<file path="config.mk">
export PLATFORM = sky130hd
export DESIGN_NAME = qei_regs_top
export DESIGN_NICKNAME = d
export VERILOG_FILES = /design/src/shared/qei_pkg.sv /design/src/logic/qei_regs_top.sv
export SDC_FILE = /design/constraint.sdc
export NUM_CORES = 1
export LEC_CHECK = 0
export ABC_AREA = 1
export ABC_CLOCK_PERIOD_IN_PS = 4600
export BUFFER_PORTS_ARGS = -buffer_cell sky130_fd_sc_hd__buf_2
export CAP_MARGIN = 20
export CORE_ASPECT_RATIO = 1.1
export CORE_UTILIZATION = 25
export DETAILED_ROUTE_END_ITERATION = 6
export PLACE_DENSITY = 0.48
export SLEW_MARGIN = 40
export SYNTH_ARGS = -nofsm -noshare
export SYNTH_HDL_FRONTEND = slang
export SYNTH_SLANG_ARGS = --single-unit
</file>
<file path="constraint.sdc">
create_clock -name sys_clk_i -period 4.6 [get_ports sys_clk_i]
set_input_delay 0.92 -clock sys_clk_i [delete_from_list [all_inputs] [get_ports sys_clk_i]]
set_output_delay 0.92 -clock sys_clk_i [all_outputs]
set_load 0.02 [all_outputs]
</file>
<file path="src/shared/qei_pkg.sv">
package qei_pkg;
    // Register port
    localparam int          ADDR_W        = 12;
    localparam int          DATA_W        = 16;
    localparam logic [11:0] ADDR_CTRL     = 12'h122;
    localparam logic [11:0] ADDR_FILT     = 12'h124;
    localparam logic [11:0] ADDR_POS      = 12'h126;
    localparam logic [11:0] ADDR_MAX      = 12'h128;
    localparam logic [11:0] ADDR_IRQ_STAT = 12'h12A;
    localparam logic [11:0] ADDR_IRQ_MASK = 12'h12C;
    localparam logic [11:0] ADDR_ANA      = 12'h2A8;

    // encoder_control fields
    localparam int CTRL_CERR   = 15;
    localparam int CTRL_IDLE   = 13;
    localparam int CTRL_INDEX  = 12;
    localparam int CTRL_DIR    = 11;
    localparam int CTRL_MODE_H = 10;
    localparam int CTRL_MODE_L = 8;
    localparam int CTRL_SWAP   = 7;
    localparam int CTRL_GATE   = 6;
    localparam int CTRL_PRE_H  = 5;
    localparam int CTRL_PRE_L  = 4;
    localparam int CTRL_IDXRST = 2;
    localparam int CTRL_TCS    = 1;
    localparam int CTRL_DSRC   = 0;

    // input_filter_control fields
    localparam int FILT_MATCH_H = 10;
    localparam int FILT_MATCH_L = 9;
    localparam int FILT_CE_OFF  = 8;
    localparam int FILT_OUTEN   = 7;
    localparam int FILT_CK_H    = 6;
    localparam int FILT_CK_L    = 4;

    // Interrupt status and mask layout
    localparam int IRQ_ROLL    = 0;
    localparam int IRQ_INDEX   = 1;
    localparam int IRQ_CERR    = 2;
    localparam int IRQ_PERIOD  = 3;
    localparam int IRQ_GATE    = 4;
    localparam int IRQ_FLAG    = 15;

    // Writable bits and reset values
    localparam logic [15:0] CTRL_WMASK = 16'hAFF7;
    localparam logic [15:0] FILT_WMASK = 16'h07F0;
    localparam logic [15:0] ANA_WMASK  = 16'h01FF;
    localparam logic [15:0] IRQ_WMASK  = 16'h801F;
    localparam logic [15:0] CTRL_RST   = 16'h0000;
    localparam logic [15:0] FILT_RST   = 16'h0000;
    localparam logic [15:0] POS_RST    = 16'h0000;
    localparam logic [15:0] MAX_RST    = 16'hFFFF;
    localparam logic [15:0] ANA_RST    = 16'h0000;
    localparam logic [15:0] IRQ_RST    = 16'h0000;

    // Mode field codes
    localparam logic [2:0] MODE_TIMER   = 3'h1;
    localparam logic [2:0] MODE_X2_IDX  = 3'h4;
    localparam logic [2:0] MODE_X2_MAX  = 3'h5;
    localparam logic [2:0] MODE_X4_IDX  = 3'h6;
    localparam logic [2:0] MODE_X4_MAX  = 3'h7;
endpackage

</file>
<file path="src/logic/qei_regs_top.sv">
`timescale 1ns/100ps
// Behaviour
// - In processor idle, block runs when idle_stop is 0, halts when 1.
// - idle_stop clears to 0 on reset.
// - Timer mode keeps counting in idle unless idle_stop is set.
// - Events: rollover/underflow, qualified index, count error, period, gate.
// - Any event sets the single module interrupt flag; a count error only while its irq is not disabled.
// - Flag raises the interrupt only while its enable bit is set.
// - Control upper byte: error 15, idle 13, index 12, direction 11, mode.
// - Control lower byte: swap, gate, prescale, index reset, clock, dir src.
// - Filter control: match value, error irq disable, output enable, divide.
// - Mode 001 timer, 100/101 x2, 110/111 x4 with index or max reset.
// - Index modes flag count error at 0xFFFF or max+1; irq unless disabled.
// - Filter output and network are disabled by reset.
module qei_regs_top
    import qei_pkg::*;
(
    // Clock and reset
    input  wire logic              sys_clk_i,
    input  wire logic              rst_i,
    // Register port
    input  wire logic [ADDR_W-1:0] addr_i,
    input  wire logic [DATA_W-1:0] wr_data_i,
    input  wire logic              wr_en_i,
    input  wire logic              rd_en_i,
    output logic      [DATA_W-1:0] rd_data_o,
    // Encoder pins
    input  wire logic              phase_a_input_i,
    input  wire logic              phase_b_input_i,
    input  wire logic              index_pin_i,
    // System
    input  wire logic              cpu_idle_i,
    output logic                   irq_o,
    output logic                   count_direction_o,
    output logic      [8:0]        analog_pin_config_o
);

    function automatic logic [7:0] div_limit(input logic [2:0] sel);
        div_limit = 8'((9'h001 << sel) - 9'h001);
    endfunction

    function automatic logic is_idx_mode(input logic [2:0] m);
        is_idx_mode = (m == MODE_X2_IDX) || (m == MODE_X4_IDX);
    endfunction

    function automatic logic wr_hit(input logic [ADDR_W-1:0] a,
                                    input logic [ADDR_W-1:0] r,
                                    input logic              we);
        wr_hit = we && (a == r);
    endfunction

    logic [15:0] ctrl_reg;
    logic [15:0] filt_reg;
    logic [15:0] pos_reg;
    logic [15:0] max_reg;
    logic [15:0] ana_reg;
    logic [15:0] stat_reg;
    logic [15:0] mask_reg;
    logic [7:0]  fdiv_reg;
    logic [7:0]  pre_reg;
    logic [2:0]  h0_reg;
    logic [2:0]  h1_reg;
    logic [2:0]  h2_reg;
    logic [2:0]  pin_reg;
    logic        pa_reg;
    logic        pb_reg;
    logic        pi_reg;

    logic [2:0]  mode;
    logic        run;
    logic        ftick;
    logic        a;
    logic        b;
    logic        a_edge;
    logic        b_edge;
    logic        quad_up;
    logic        cnt_pulse;
    logic        idx_match;
    logic        idx_qual;
    logic        pre_tick;
    logic        tmr_tick;
    logic        tmr_up;
    logic        gate_ev;
    logic        cerr_hit;
    logic [15:0] pos_next;
    logic [4:0]  ev;

    assign mode = ctrl_reg[CTRL_MODE_H:CTRL_MODE_L];
    assign run  = !(cpu_idle_i && ctrl_reg[CTRL_IDLE]);

    // Filter clock divider and three-sample filter for index, B, A
    assign ftick = (fdiv_reg == div_limit(filt_reg[FILT_CK_H:FILT_CK_L]));

    always_ff @(posedge sys_clk_i) begin
        if (rst_i) begin
            fdiv_reg <= 8'h00;
        end else if (run) begin
            fdiv_reg <= ftick ? 8'h00 : fdiv_reg + 8'h01;
        end
    end

    always_ff @(posedge sys_clk_i) begin
        if (rst_i) begin
            h0_reg  <= 3'h0;
            h1_reg  <= 3'h0;
            h2_reg  <= 3'h0;
            pin_reg <= 3'h0;
        end else if (run) begin
            if (!filt_reg[FILT_OUTEN]) begin
                pin_reg <= {index_pin_i, phase_b_input_i, phase_a_input_i};
            end else if (ftick) begin
                h0_reg <= {index_pin_i, phase_b_input_i, phase_a_input_i};
                h1_reg <= h0_reg;
                h2_reg <= h1_reg;
                for (int i = 0; i < 3; i++) begin
                    if (h0_reg[i] == h1_reg[i] && h1_reg[i] == h2_reg[i]) begin
                        pin_reg[i] <= h0_reg[i];
                    end
                end
            end
        end
    end

    // Phase decode
    assign a = ctrl_reg[CTRL_SWAP] ? pin_reg[1] : pin_reg[0];
    assign b = ctrl_reg[CTRL_SWAP] ? pin_reg[0] : pin_reg[1];

    always_ff @(posedge sys_clk_i) begin
        if (rst_i) begin
            pa_reg <= 1'b0;
            pb_reg <= 1'b0;
            pi_reg <= 1'b0;
        end else if (run) begin
            pa_reg <= a;
            pb_reg <= b;
            pi_reg <= pin_reg[2];
        end
    end

    assign a_edge    = run && (a != pa_reg);
    assign b_edge    = run && (b != pb_reg);
    assign quad_up   = a_edge ? (a != b) : (a == b);
    assign cnt_pulse = mode[2] && (a_edge || (mode[1] && b_edge));

    // Index qualification against the match value
    always_comb begin
        if (mode[1]) begin
            idx_match = (b == filt_reg[FILT_MATCH_H])
                     && (a == filt_reg[FILT_MATCH_L]);
        end else begin
            idx_match = ((filt_reg[FILT_MATCH_H] ? b : a)
                      == filt_reg[FILT_MATCH_L]);
        end
    end

    assign idx_qual = run && mode[2] && pin_reg[2] && !pi_reg && idx_match;

    // Timer prescaler and gate
    always_ff @(posedge sys_clk_i) begin
        if (rst_i) begin
            pre_reg <= 8'h00;
        end else if (run && mode == MODE_TIMER) begin
            pre_reg <= pre_tick ? 8'h00 : pre_reg + 8'h01;
        end
    end

    always_comb begin
        unique case (ctrl_reg[CTRL_PRE_H:CTRL_PRE_L])
            2'h0: pre_tick = 1'b1;
            2'h1: pre_tick = (pre_reg == 8'h07);
            2'h2: pre_tick = (pre_reg == 8'h3F);
            2'h3: pre_tick = (pre_reg == 8'hFF);
        endcase
    end

    always_comb begin
        tmr_tick = 1'b0;
        gate_ev  = 1'b0;
        if (run && mode == MODE_TIMER) begin
            if (ctrl_reg[CTRL_TCS]) begin
                tmr_tick = a && !pa_reg;
            end else if (ctrl_reg[CTRL_GATE]) begin
                tmr_tick = pre_tick && a;
                gate_ev  = !a && pa_reg;
            end else begin
                tmr_tick = pre_tick;
            end
        end
    end

    assign tmr_up = ctrl_reg[CTRL_DSRC] ? b : ctrl_reg[CTRL_DIR];

    // Counter next value and event collection
    always_comb begin
        pos_next = pos_reg;
        ev       = 5'h00;
        cerr_hit = 1'b0;
        if (tmr_tick) begin
            if (tmr_up) begin
                pos_next = (pos_reg == max_reg) ? 16'h0000 : pos_reg + 16'h1;
                ev[IRQ_PERIOD] = (pos_reg == max_reg);
            end else begin
                pos_next = (pos_reg == 16'h0000) ? max_reg : pos_reg - 16'h1;
                ev[IRQ_PERIOD] = (pos_reg == 16'h0000);
            end
        end else if (idx_qual && ctrl_reg[CTRL_IDXRST]
                     && is_idx_mode(mode)) begin
            pos_next = 16'h0000;
        end else if (cnt_pulse) begin
            if (quad_up) begin
                if (!is_idx_mode(mode) && pos_reg == max_reg) begin
                    pos_next      = 16'h0000;
                    ev[IRQ_ROLL]  = 1'b1;
                end else begin
                    pos_next = pos_reg + 16'h1;
                end
                cerr_hit = is_idx_mode(mode)
                        && (pos_next == max_reg + 16'h1);
            end else begin
                if (!is_idx_mode(mode) && pos_reg == 16'h0000) begin
                    pos_next      = max_reg;
                    ev[IRQ_ROLL]  = 1'b1;
                end else begin
                    pos_next = pos_reg - 16'h1;
                end
                cerr_hit = is_idx_mode(mode) && (pos_next == 16'hFFFF);
            end
        end
        ev[IRQ_INDEX] = idx_qual;
        ev[IRQ_CERR]  = cerr_hit && !filt_reg[FILT_CE_OFF];
        ev[IRQ_GATE]  = gate_ev;
    end

    always_ff @(posedge sys_clk_i) begin
        if (rst_i) begin
            pos_reg <= POS_RST;
        end else if (wr_hit(addr_i, ADDR_POS, wr_en_i)) begin
            pos_reg <= wr_data_i;
        end else begin
            pos_reg <= pos_next;
        end
    end

    always_ff @(posedge sys_clk_i) begin
        if (rst_i) begin
            max_reg <= MAX_RST;
            ana_reg <= ANA_RST;
        end else begin
            if (wr_hit(addr_i, ADDR_MAX, wr_en_i)) begin
                max_reg <= wr_data_i;
            end
            if (wr_hit(addr_i, ADDR_ANA, wr_en_i)) begin
                ana_reg <= wr_data_i & ANA_WMASK;
            end
        end
    end

    // Control register; hardware sets of the error flag win over writes
    always_ff @(posedge sys_clk_i) begin
        if (rst_i) begin
            ctrl_reg <= CTRL_RST;
        end else begin
            if (wr_hit(addr_i, ADDR_CTRL, wr_en_i)) begin
                ctrl_reg <= wr_data_i & CTRL_WMASK;
            end
            if (cnt_pulse && mode[2]) begin
                ctrl_reg[CTRL_DIR] <= quad_up;
            end
            if (cerr_hit) begin
                ctrl_reg[CTRL_CERR] <= 1'b1;
            end
        end
    end

    always_ff @(posedge sys_clk_i) begin
        if (rst_i) begin
            filt_reg <= FILT_RST;
        end else if (wr_hit(addr_i, ADDR_FILT, wr_en_i)) begin
            filt_reg <= wr_data_i & FILT_WMASK;
        end
    end

    // Sticky status, write one to clear, set wins
    always_ff @(posedge sys_clk_i) begin
        if (rst_i) begin
            stat_reg <= IRQ_RST;
            mask_reg <= IRQ_RST;
        end else begin
            stat_reg <= (stat_reg
                        & ~(wr_hit(addr_i, ADDR_IRQ_STAT, wr_en_i)
                            ? wr_data_i & IRQ_WMASK : 16'h0000))
                        | {|ev, 10'h000, ev};
            if (wr_hit(addr_i, ADDR_IRQ_MASK, wr_en_i)) begin
                mask_reg <= wr_data_i & IRQ_WMASK;
            end
        end
    end

    assign irq_o               = |(stat_reg & mask_reg);
    assign count_direction_o   = ctrl_reg[CTRL_DIR];
    assign analog_pin_config_o = ana_reg[8:0];

    // Read data, one cycle after the strobe
    always_ff @(posedge sys_clk_i) begin
        if (rst_i) begin
            rd_data_o <= 16'h0000;
        end else if (rd_en_i) begin
            unique case (addr_i)
                ADDR_CTRL: rd_data_o <= (ctrl_reg & ~16'h1000)
                                        | {3'h0, pin_reg[2], 12'h000};
                ADDR_FILT:     rd_data_o <= filt_reg;
                ADDR_POS:      rd_data_o <= pos_reg;
                ADDR_MAX:      rd_data_o <= max_reg;
                ADDR_IRQ_STAT: rd_data_o <= stat_reg;
                ADDR_IRQ_MASK: rd_data_o <= mask_reg;
                ADDR_ANA:      rd_data_o <= ana_reg;
                default:       rd_data_o <= 16'h0000;
            endcase
        end else begin
            rd_data_o <= 16'h0000;
        end
    end
endmodule

</file>
==> run metrics, run 1 <==
final setup fails 0; Setup CP Type in2reg; die area 33000 um2; Mapped Cells 1274; Final #Nets 1358; ys async rst share 0; Port Buffers 62; Crit. Startpoint addr_i[7]; max-cap violations 0; slew margin rel. 0.482; R2R setup slack 1.20 ns; fin crit period 3.59 ns; GP Congestion 0.977; Net Count, Synth 1318; Data arrival, critical path 3.89 ns; Initial Util 0.256; DR WL/cell 18.6 um; Slew Viols, Final 0; total gr overflow 0; via count 8818; Hold Crit Class reg2reg; # rows 68; Crit. End Element flop; Slew @ Worst Pin 0.776 ns; CP Max Fanout 24; number of global-route vias before repair 8054; DP Wirelength 25100 um; H-tree Lvls 4; cell count of the worst reg-to-reg path 16; clk root buf clkbuf_16; Syn. warnings 0; Synth Register Bits 120; f_max 0.279 GHz; final worst-path cycle share 0.779; Num Clock Sinks 120; total track usage 0.198; clock network fraction of total power 0.517; post-synthesis sequential area ratio 0.297; initial antenna violation count 0; CP required 4.90 ns; hold_buf cts 0; share of layout cells above drive strength 1 0.119; DRT Wirelength 32600 um; Syn Area/Cell 6.34 um2; reg-to-reg endpoint stat_reg[2]; Netlist cell types 49; Total Power 2.49 mW; CP startpoint kind input port; Core Footprint 31600 um2; CP Capture Point pos_reg[2]; switching part of the total power 0.259; number of synthesized flops with an enable pin 0; Fin. Hold Viols 0; Worst Clk Skew 0.0164 ns; DRT iter0 DRCs 793; Chip Width 173 um; Peak VDD IR 0.000216 V; Top Ports 63; ant diodes 0; TritonCTS buffer count 17; power per cell area 269 nW/um2; Gate power share 0.064; Post-CTS Setup Inserts 0; RSZ-0062 raised after global routing no; NetSw 645 uW; clk slew on worst S/H paths 0.06 ns; register area 2400 um2; area grow syn2layout 14.7%; Mapped Area 8080 um2; Clock Tree Buf Depth 2; Most used DFF post-synth dfxtp_1; status completed; filler instances 3562; setup_tns 0 ns; final core utilization 0.294; Resized Gates After CTS 0; Die H 191 um; CTS tree built; Initial DRT Pass Iterations 6; reg2reg start pos_reg[10]; antenna viol nets, final 0; Hold Worst Slack 0.469 ns; worst skew pair latency 0.43 ns; leakage power 4.32 nW; largest net degree at the start of global routing 34; global-route wire length before repair 49700 um; DRC Markers 0; Internal 1.85 mW; Sequential Power Share 0.419; Via-to-Cell Ratio 5.05; multi-input logic area 4800 um2
-- power groups by stage --
stage	Sequential [mW]	Clock [mW]	Combinational [mW]
2_1_floorplan	1.07	0	0.0960
3_3_place_gp	1.07	0	0.157
3_5_place_dp	1.07	0	0.157
4_1_cts	1.04	1.32	0.158
5_1_grt	1.04	1.36	0.177
6_report	1.04	1.29	0.160
-- worst max-delay path, cell delays in order --
cell      delay [ns]
buf_2           0.10
or2_1           0.24
nor3_2          0.15
nand3_1         0.18
nor3_2          0.20
nand2_2         0.20
nor2_1          0.14
inv_1           0.29
nand4_2         0.61
nand2_2         0.36
a211oi_1        0.40
nor2_1          0.09
-- logic make-up after synthesis --
kind of cell,after synthesis,synth area share
simple gates,598,0.321
compound gates,306,0.221
buf+inv,206,0.109
flops,120,0.297
xor+xnor,36,0.0390
fa+ha+maj,8,0.0124
-- through the flow --
step	setup WS, ns	cell area (um2)	std cells
floorplan	2.11	8080	1274
global placement	0.705	8690	1715
detailed placement	0.705	8700	1715
CTS	1.13	9270	1747
global route	0.871	9270	1747
finish	1.01	9270	1747
-- layout make-up --
cell class	count	share of cell area
Tap cell	420	0.0567
Clock buffer	18	0.0474
Sequential cell	120	0.259
Inverter	154	0.0624
Multi-Input combinational cell	948	0.518
Clock inverter	14	0.0138
Timing Repair Buffer	73	0.0424
-- synth_stat cells (13+ instances only) --
library cell  instances  area (um2)
a21oi_1              90         450
nand4_1              13        81.3
dfxtp_1             120        2400
inv_1               136         510
nand2_1             319        1200
o22ai_1              18         113
nand3_1              58         290
o221ai_1             16         140
o211ai_1             25         188
nor3_1               24         120
xor2_1               33         289
o21ai_0             106         531
nor2_1              142         533
clkbuf_1             24        90.1
inv_2                18        67.6
-- metal layers --
layer,up-vias,wire [um],track usage
li1,4314,-,-
met1,4164,14100,0.251
met2,296,15800,0.343
met3,44,1760,0.0267
met4,0,862,0.0698
met5,-,0,0
-- cell usage in the layout (no fill, tap or decap), types with 8 or more instances in the layout --
master       n
xor2_1      33
nand2_1    318
a211oi_1    10
o21ai_0    106
ha_1         8
inv_1      135
inv_2       19
nand3_1     58
o21ai_1     12
nand4_1     13
nor3_1      24
buf_2       62
nand3b_1     9
nor2_1     141
buf_4       11
o221ai_1    16
dfxtp_1    120
o211ai_1    25
o22ai_1     18
a21oi_1     90
clkbuf_16   17
-- how the worst min path moves through the flow --
stage,from,end,slack [ns],cells past startpoint
2_1_floorplan,pin_reg[2],pin_reg[2],0.44,2
3_5_place_dp,pi_reg,pi_reg,0.46,2
4_1_cts,pi_reg,pi_reg,0.46,2
3_3_place_gp,pi_reg,pi_reg,0.45,2
6_report,pi_reg,pi_reg,0.47,2
5_1_grt,h2_reg[2],h2_reg[2],0.50,2
Power figures use the tool's default switching activity.
==> inputs of run 2 (changes only) <==
--- a/config.mk
+++ b/config.mk
@@ -6,7 +6,7 @@
 export NUM_CORES = 1
 export LEC_CHECK = 0
 export ABC_AREA = 1
-export ABC_CLOCK_PERIOD_IN_PS = 4600
+export ABC_CLOCK_PERIOD_IN_PS = 3400
 export BUFFER_PORTS_ARGS = -buffer_cell sky130_fd_sc_hd__buf_2
 export CAP_MARGIN = 20
 export CORE_ASPECT_RATIO = 1.1
==> constraint.sdc (replaced) <==
create_clock -name sys_clk_i -period 3.4 [get_ports sys_clk_i]
set_input_delay 0.68 -clock sys_clk_i [delete_from_list [all_inputs] [get_ports sys_clk_i]]
set_output_delay 0.68 -clock sys_clk_i [all_outputs]
set_load 0.02 [all_outputs]
==> run metrics, run 2 (synthesis gave the netlist of run 1 again) <==
filler instances 3488 (-2.1%); Slew Viols, Final 0 (unchanged); Clock Tree Buf Depth 2 (unchanged); clock network fraction of total power 0.510 (-0.007); most frequent cells in the layout nand2_1 (319), nor2_1 (142), inv_1 (135), dfxtp_1 (120), o21ai_0 (106); CP Max Fanout 8 (-67%); DRC Markers 0 (unchanged); total track usage 0.200 (+0.00163); Worst Clk Skew 0.0116 ns (-0.00483 ns); Peak VDD IR 0.000305 V (+41%); CTS tree built; Top Ports 63 (unchanged); NetSw 868 uW (+35%); RSZ-0062 raised after global routing no; reg-to-reg endpoint stat_reg[2]; DRT Wirelength 32700 um (+0.53%); R2R setup slack 0.56 ns (-0.64 ns); power per cell area 353 nW/um2 (+31%); # rows 68 (unchanged); CP startpoint kind flop; GP Congestion 0.974 (-0.36%); Fin. Hold Viols 0 (unchanged); Sequential Power Share 0.422 (+0.003); switching part of the total power 0.259 (+0.000589); Initial DRT Pass Iterations 5 (-1); leakage power 4.47 nW (+3.5%); H-tree Lvls 4 (unchanged); TritonCTS buffer count 17 (unchanged); clk slew on worst S/H paths 0.06 ns (about the same); Hold Path End pi_reg; Hold Worst Slack 0.466 ns (-0.00377 ns); Post-CTS Setup Inserts 0 (unchanged); Gate power share 0.068 (+0.004); DR WL/cell 18.4 um (-1.2%); area grow syn2layout 17.3%; Hold Path Cell Cnt 2 (unchanged); ant diodes 0 (unchanged); via count 8863 (+0.51%); CP required 3.74 ns (-1.16 ns); fin crit period 2.84 ns; Slew @ Worst Pin 0.632 ns (-0.143 ns); status completed; Data arrival, critical path 3.18 ns (-0.71 ns); global-route wire length before repair 50500 um (+1.7%); setup_tns 0 ns (unchanged); f_max 0.352 GHz; share of layout cells above drive strength 1 0.137 (+0.0180); Port Buffers 62 (unchanged); Die H 191 um (unchanged); Internal 2.48 mW (+34%); reg2reg start pos_reg[5]; worst skew pair latency 0.42 ns (about the same); Final #Nets 1388 (+2.2%); total gr overflow 0 (unchanged); Hold Crit Class reg2reg; clk root buf clkbuf_16; initial antenna violation count 0 (unchanged); largest net degree at the start of global routing 31 (-8.8%); final worst-path cycle share 0.835; hold_buf cts 0 (unchanged); slew margin rel. 0.577 (+0.0955); cell count of the worst reg-to-reg path 15 (-1); Core Footprint 31600 um2 (unchanged); final setup fails 0 (unchanged); Setup CP Type reg2reg; DP Wirelength 26100 um (+3.7%); die area 33000 um2 (unchanged); DRT iter0 DRCs 731 (-7.8%); max-cap violations 0 (unchanged); number of global-route vias before repair 8631 (+7.2%); Num Clock Sinks 120 (unchanged); antenna viol nets, final 0 (unchanged); Initial Util 0.256 (unchanged); Chip Width 173 um (unchanged); Crit. End Element flop; min-delay src pi_reg; Resized Gates After CTS 0 (unchanged); Via-to-Cell Ratio 4.99 (-1.2%); commonest non-fill, non-tap cell in the layout nand2_1
==> run 2: changes by cell type in the layout (fill, tap and decap cells not counted), sizes merged <==
cell,previous run,this run
buf,73,103
clkbuf,18,17
clkinv,5,8
clkinvlp,7,4
inv,155,156
==> run 2: cell type report <==
class	count	area [um2]	area share
Tap cell	420	526	0.0555
Sequential cell	120	2400	0.254
Clock inverter	15	129	0.0136
Inverter	154	578	0.0610
Multi-Input combinational cell	948	4790	0.506
Timing Repair Buffer	103	618	0.0652
Clock buffer	17	425	0.0449
==> run 2: power by group through the flow <==
stage               sequential (mW)  combinational (mW)  clock [mW]
floorplan                      1.44               0.130           0
global placement               1.44               0.228           0
detailed placement             1.44               0.225           0
CTS                            1.41               0.226        1.74
global route                   1.41               0.251        1.80
finish                         1.41               0.228        1.71
==> run 2: per-layer routing <==
metal,GRT usage,up-vias,part of all wire
met5,0,-,0
met4,0.102,0,0.042
met3,0.0221,73,0.052
met2,0.345,309,0.48
met1,0.245,4087,0.43
li1,-,4394,-
==> run 2: worst max path at each step <==
| stage | endpoint | startpoint |
|---|---|---|
| 2_1_floorplan | pos_reg[2] | ctrl_reg[7] |
| 3_3_place_gp | stat_reg[15] | cpu_idle_i |
| 3_5_place_dp | stat_reg[15] | cpu_idle_i |
| 4_1_cts | pos_reg[8] | pin_reg[0] |
| 5_1_grt | pos_reg[10] | pin_reg[0] |
| 6_report | stat_reg[2] | pos_reg[5] |
==> run 2: worst max-delay path, cell delays in order (launching register included) <==
cell	delay, ns
dfxtp_1	0.45
nor2_1	0.27
nand2_1	0.09
nor2_2	0.23
nand2_1	0.18
inv_1	0.11
nand2_1	0.05
nand2_1	0.09
nand3_1	0.07
o21ai_1	0.18
nand2_1	0.08
nor2_1	0.27
nand3_1	0.21
a21oi_2	0.18
nand3_1	0.12
a21oi_1	0.15
==> run 2: per-stage QoR <==
stage | std cells | power [mW] | setup WS [ns] | cell area (um2) | utilization
floorplan | 1274 | 1.57 | 1.10 | 8080 | -
global placement | 1745 | 1.67 | 0.376 | 8920 | 0.283
detailed placement | 1745 | 1.67 | 0.388 | 8920 | 0.283
CTS | 1777 | 3.38 | 0.581 | 9470 | 0.300
global route | 1777 | 3.46 | 0.362 | 9470 | 0.300
finish | 1777 | 3.35 | 0.560 | 9470 | 0.300
==> inputs of run 3 (changes only) <==
--- a/config.mk
+++ b/config.mk
@@ -6,7 +6,7 @@
 export NUM_CORES = 1
 export LEC_CHECK = 0
 export ABC_AREA = 1
-export ABC_CLOCK_PERIOD_IN_PS = 3400
+export ABC_CLOCK_PERIOD_IN_PS = 2700
 export BUFFER_PORTS_ARGS = -buffer_cell sky130_fd_sc_hd__buf_2
 export CAP_MARGIN = 20
 export CORE_ASPECT_RATIO = 1.1
==> constraint.sdc (replaced) <==
create_clock -name sys_clk_i -period 2.7 [get_ports sys_clk_i]
set_input_delay 0.54 -clock sys_clk_i [delete_from_list [all_inputs] [get_ports sys_clk_i]]
set_output_delay 0.54 -clock sys_clk_i [all_outputs]
set_load 0.02 [all_outputs]
==> run metrics, run 3 (synthesis gave the netlist of run 1 again) <==
status completed; Slew Viols, Final 0 (unchanged); Worst Clk Skew 0.0105 ns (-0.00109 ns); Via-to-Cell Ratio 4.93 (-1.1%); antenna viol nets, final 0 (unchanged); Internal 3.34 mW (+35%); H-tree Lvls 4 (unchanged); via count 9085 (+2.5%); Slew @ Worst Pin 0.523 ns (-0.109 ns); Hold Crit Class in2reg; Peak VDD IR 0.000302 V (-0.75%); Data arrival, critical path 2.90 ns (-0.28 ns); Post-CTS Setup Inserts 0 (unchanged); DRT iter0 DRCs 619 (-15%); Sequential Power Share 0.398 (-0.024); power per cell area 441 nW/um2 (+25%); area grow syn2layout 25.6%; most frequent cells in the layout nand2_1 (319), nor2_1 (141), inv_1 (134), dfxtp_1 (114), o21ai_0 (106); setup_tns 0 ns (unchanged); DR WL/cell 18.3 um (-0.96%); total gr overflow 0 (unchanged); slew margin rel. 0.650 (+0.0732); largest net degree at the start of global routing 27 (-13%); Inst Count DP 1809 (+3.7%); R2R setup slack 0.15 ns (-0.41 ns); f_max 0.393 GHz (+11%); CP startpoint kind flop; leakage power 4.85 nW (+8.5%); share of layout cells above drive strength 1 0.186 (+0.0494); Core Footprint 31600 um2 (unchanged); Clock Tree Buf Depth 2 (unchanged); post-route cell area 10100 um2 (+7.1%); Top Ports 63 (unchanged); DP Wirelength 27100 um (+4.0%); filler instances 3487 (-0.029%); fin crit period 2.55 ns (-0.292 ns); Chip Width 173 um (unchanged); CTS tree built; Hold Worst Slack 0.394 ns (-0.0721 ns); # rows 68 (unchanged); CP Max Fanout 8 (unchanged); DRC Markers 0 (unchanged); DP Area 9470 um2 (+6.2%); hold_buf cts 0 (unchanged); DRT Wirelength 33600 um (+2.6%); RSZ-0062 raised after global routing no; number of global-route vias before repair 8765 (+1.6%); max-cap violations 0 (unchanged); Initial Util 0.256 (unchanged); ant diodes 0 (unchanged); clock network fraction of total power 0.534 (+0.024); register area 2410 um2 (+0.31%); Setup CP Type reg2reg; GP Congestion 0.963 (-1.1%); Gate power share 0.068 (about the same); Initial DRT Pass Iterations 5 (unchanged); Final #Nets 1452 (+4.6%); post-route insts no fill 1841 (+3.6%); die area 33000 um2 (unchanged); CP required 3.06 ns (-0.68 ns); total track usage 0.205 (+0.00512); worst skew pair latency 0.43 ns (about the same); Port Buffers 62 (unchanged); clk root buf clkbuf_16; Die H 191 um (unchanged); clk slew on worst S/H paths 0.06 ns (about the same); final setup fails 0 (unchanged); TritonCTS buffer count 17 (unchanged); Total Power 4.48 mW (+34%); switching part of the total power 0.253 (-0.00647); global-route wire length before repair 51100 um (+1.2%); initial antenna violation count 0 (unchanged); Fin. Hold Viols 0 (unchanged); final worst-path cycle share 0.944 (+0.108); multi-input logic area 4840 um2 (+0.91%); Resized Gates After CTS 0 (unchanged); Num Clock Sinks 120 (unchanged); commonest non-fill, non-tap cell in the layout nand2_1; NetSw 1.13 mW (+30%); Crit. End Element flop
run 3: cell count changes in the layout (fill, tap and decap cells not counted), moves of 2 or more:
| cell | previous run | this run |
|---|---|---|
| xor2_1 | 33 | 31 |
| bufinv_16 | 1 | 3 |
| buf_12 | 0 | 6 |
| dfxtp_1 | 120 | 114 |
| xor2_2 | 0 | 2 |
| dfxtp_2 | 0 | 6 |
| inv_6 | 2 | 5 |
| clkinv_2 | 5 | 0 |
| buf_4 | 41 | 99 |
run 3: cell type report:
type	instances	share of cell area
timing repair buffer	167	0.116
clock inverter	15	0.0189
multi-input combinational	948	0.477
inverter	154	0.0572
clock buffer	17	0.0419
sequential	120	0.238
tap	420	0.0518
run 3: worst paths after layout:
check,startpoint,endpoint,cells after the start
worst max register to register,pos_reg[0],stat_reg[2],14
worst max-delay path,pos_reg[0],stat_reg[2],14
worst min register to register,pi_reg,pi_reg,2
worst min-delay path,phase_b_input_i,pin_reg[1],3
run 3: power groups by stage:
stage / logic [mW] / registers, mW / clock network, mW
after floorplan: 0.164 / 1.82 / 0
after global placement: 0.297 / 1.82 / 0
after detailed placement: 0.296 / 1.82 / 0
after CTS: 0.298 / 1.78 / 2.43
after global routing: 0.332 / 1.78 / 2.51
final: 0.305 / 1.78 / 2.39
run 3: metal layers:
metal | global-route usage | share of wire | vias to the layer above
met3 | 0.0291 | 0.051 | 78
met4 | 0.0984 | 0.041 | 0
met1 | 0.246 | 0.42 | 4207
met2 | 0.359 | 0.49 | 298
li1 | - | - | 4502
met5 | 0 | 0 | -
run 3: critical path, stage by stage (launching register included):
cell and delay, ns:
dfxtp_2 0.36, inv_4 0.11, ha_1 0.21, nand2_1 0.15, nor2_1 0.30, xor2_1 0.17
nand2_1 0.08, o21ai_0 0.11, nor2_1 0.14, nand2_1 0.07, nor2_2 0.16, nand3_2 0.14
a21oi_2 0.20, nand3_1 0.12, a21oi_1 0.14
run 3: through the flow:
step / worst slack (ns) / util
2_1_floorplan: 0.404 / -
3_3_place_gp: 0.00792 / 0.300
3_5_place_dp: 0.00756 / 0.300
4_1_cts: 0.00117 / 0.320
5_1_grt: 0.00161 / 0.321
6_report: 0.152 / 0.321
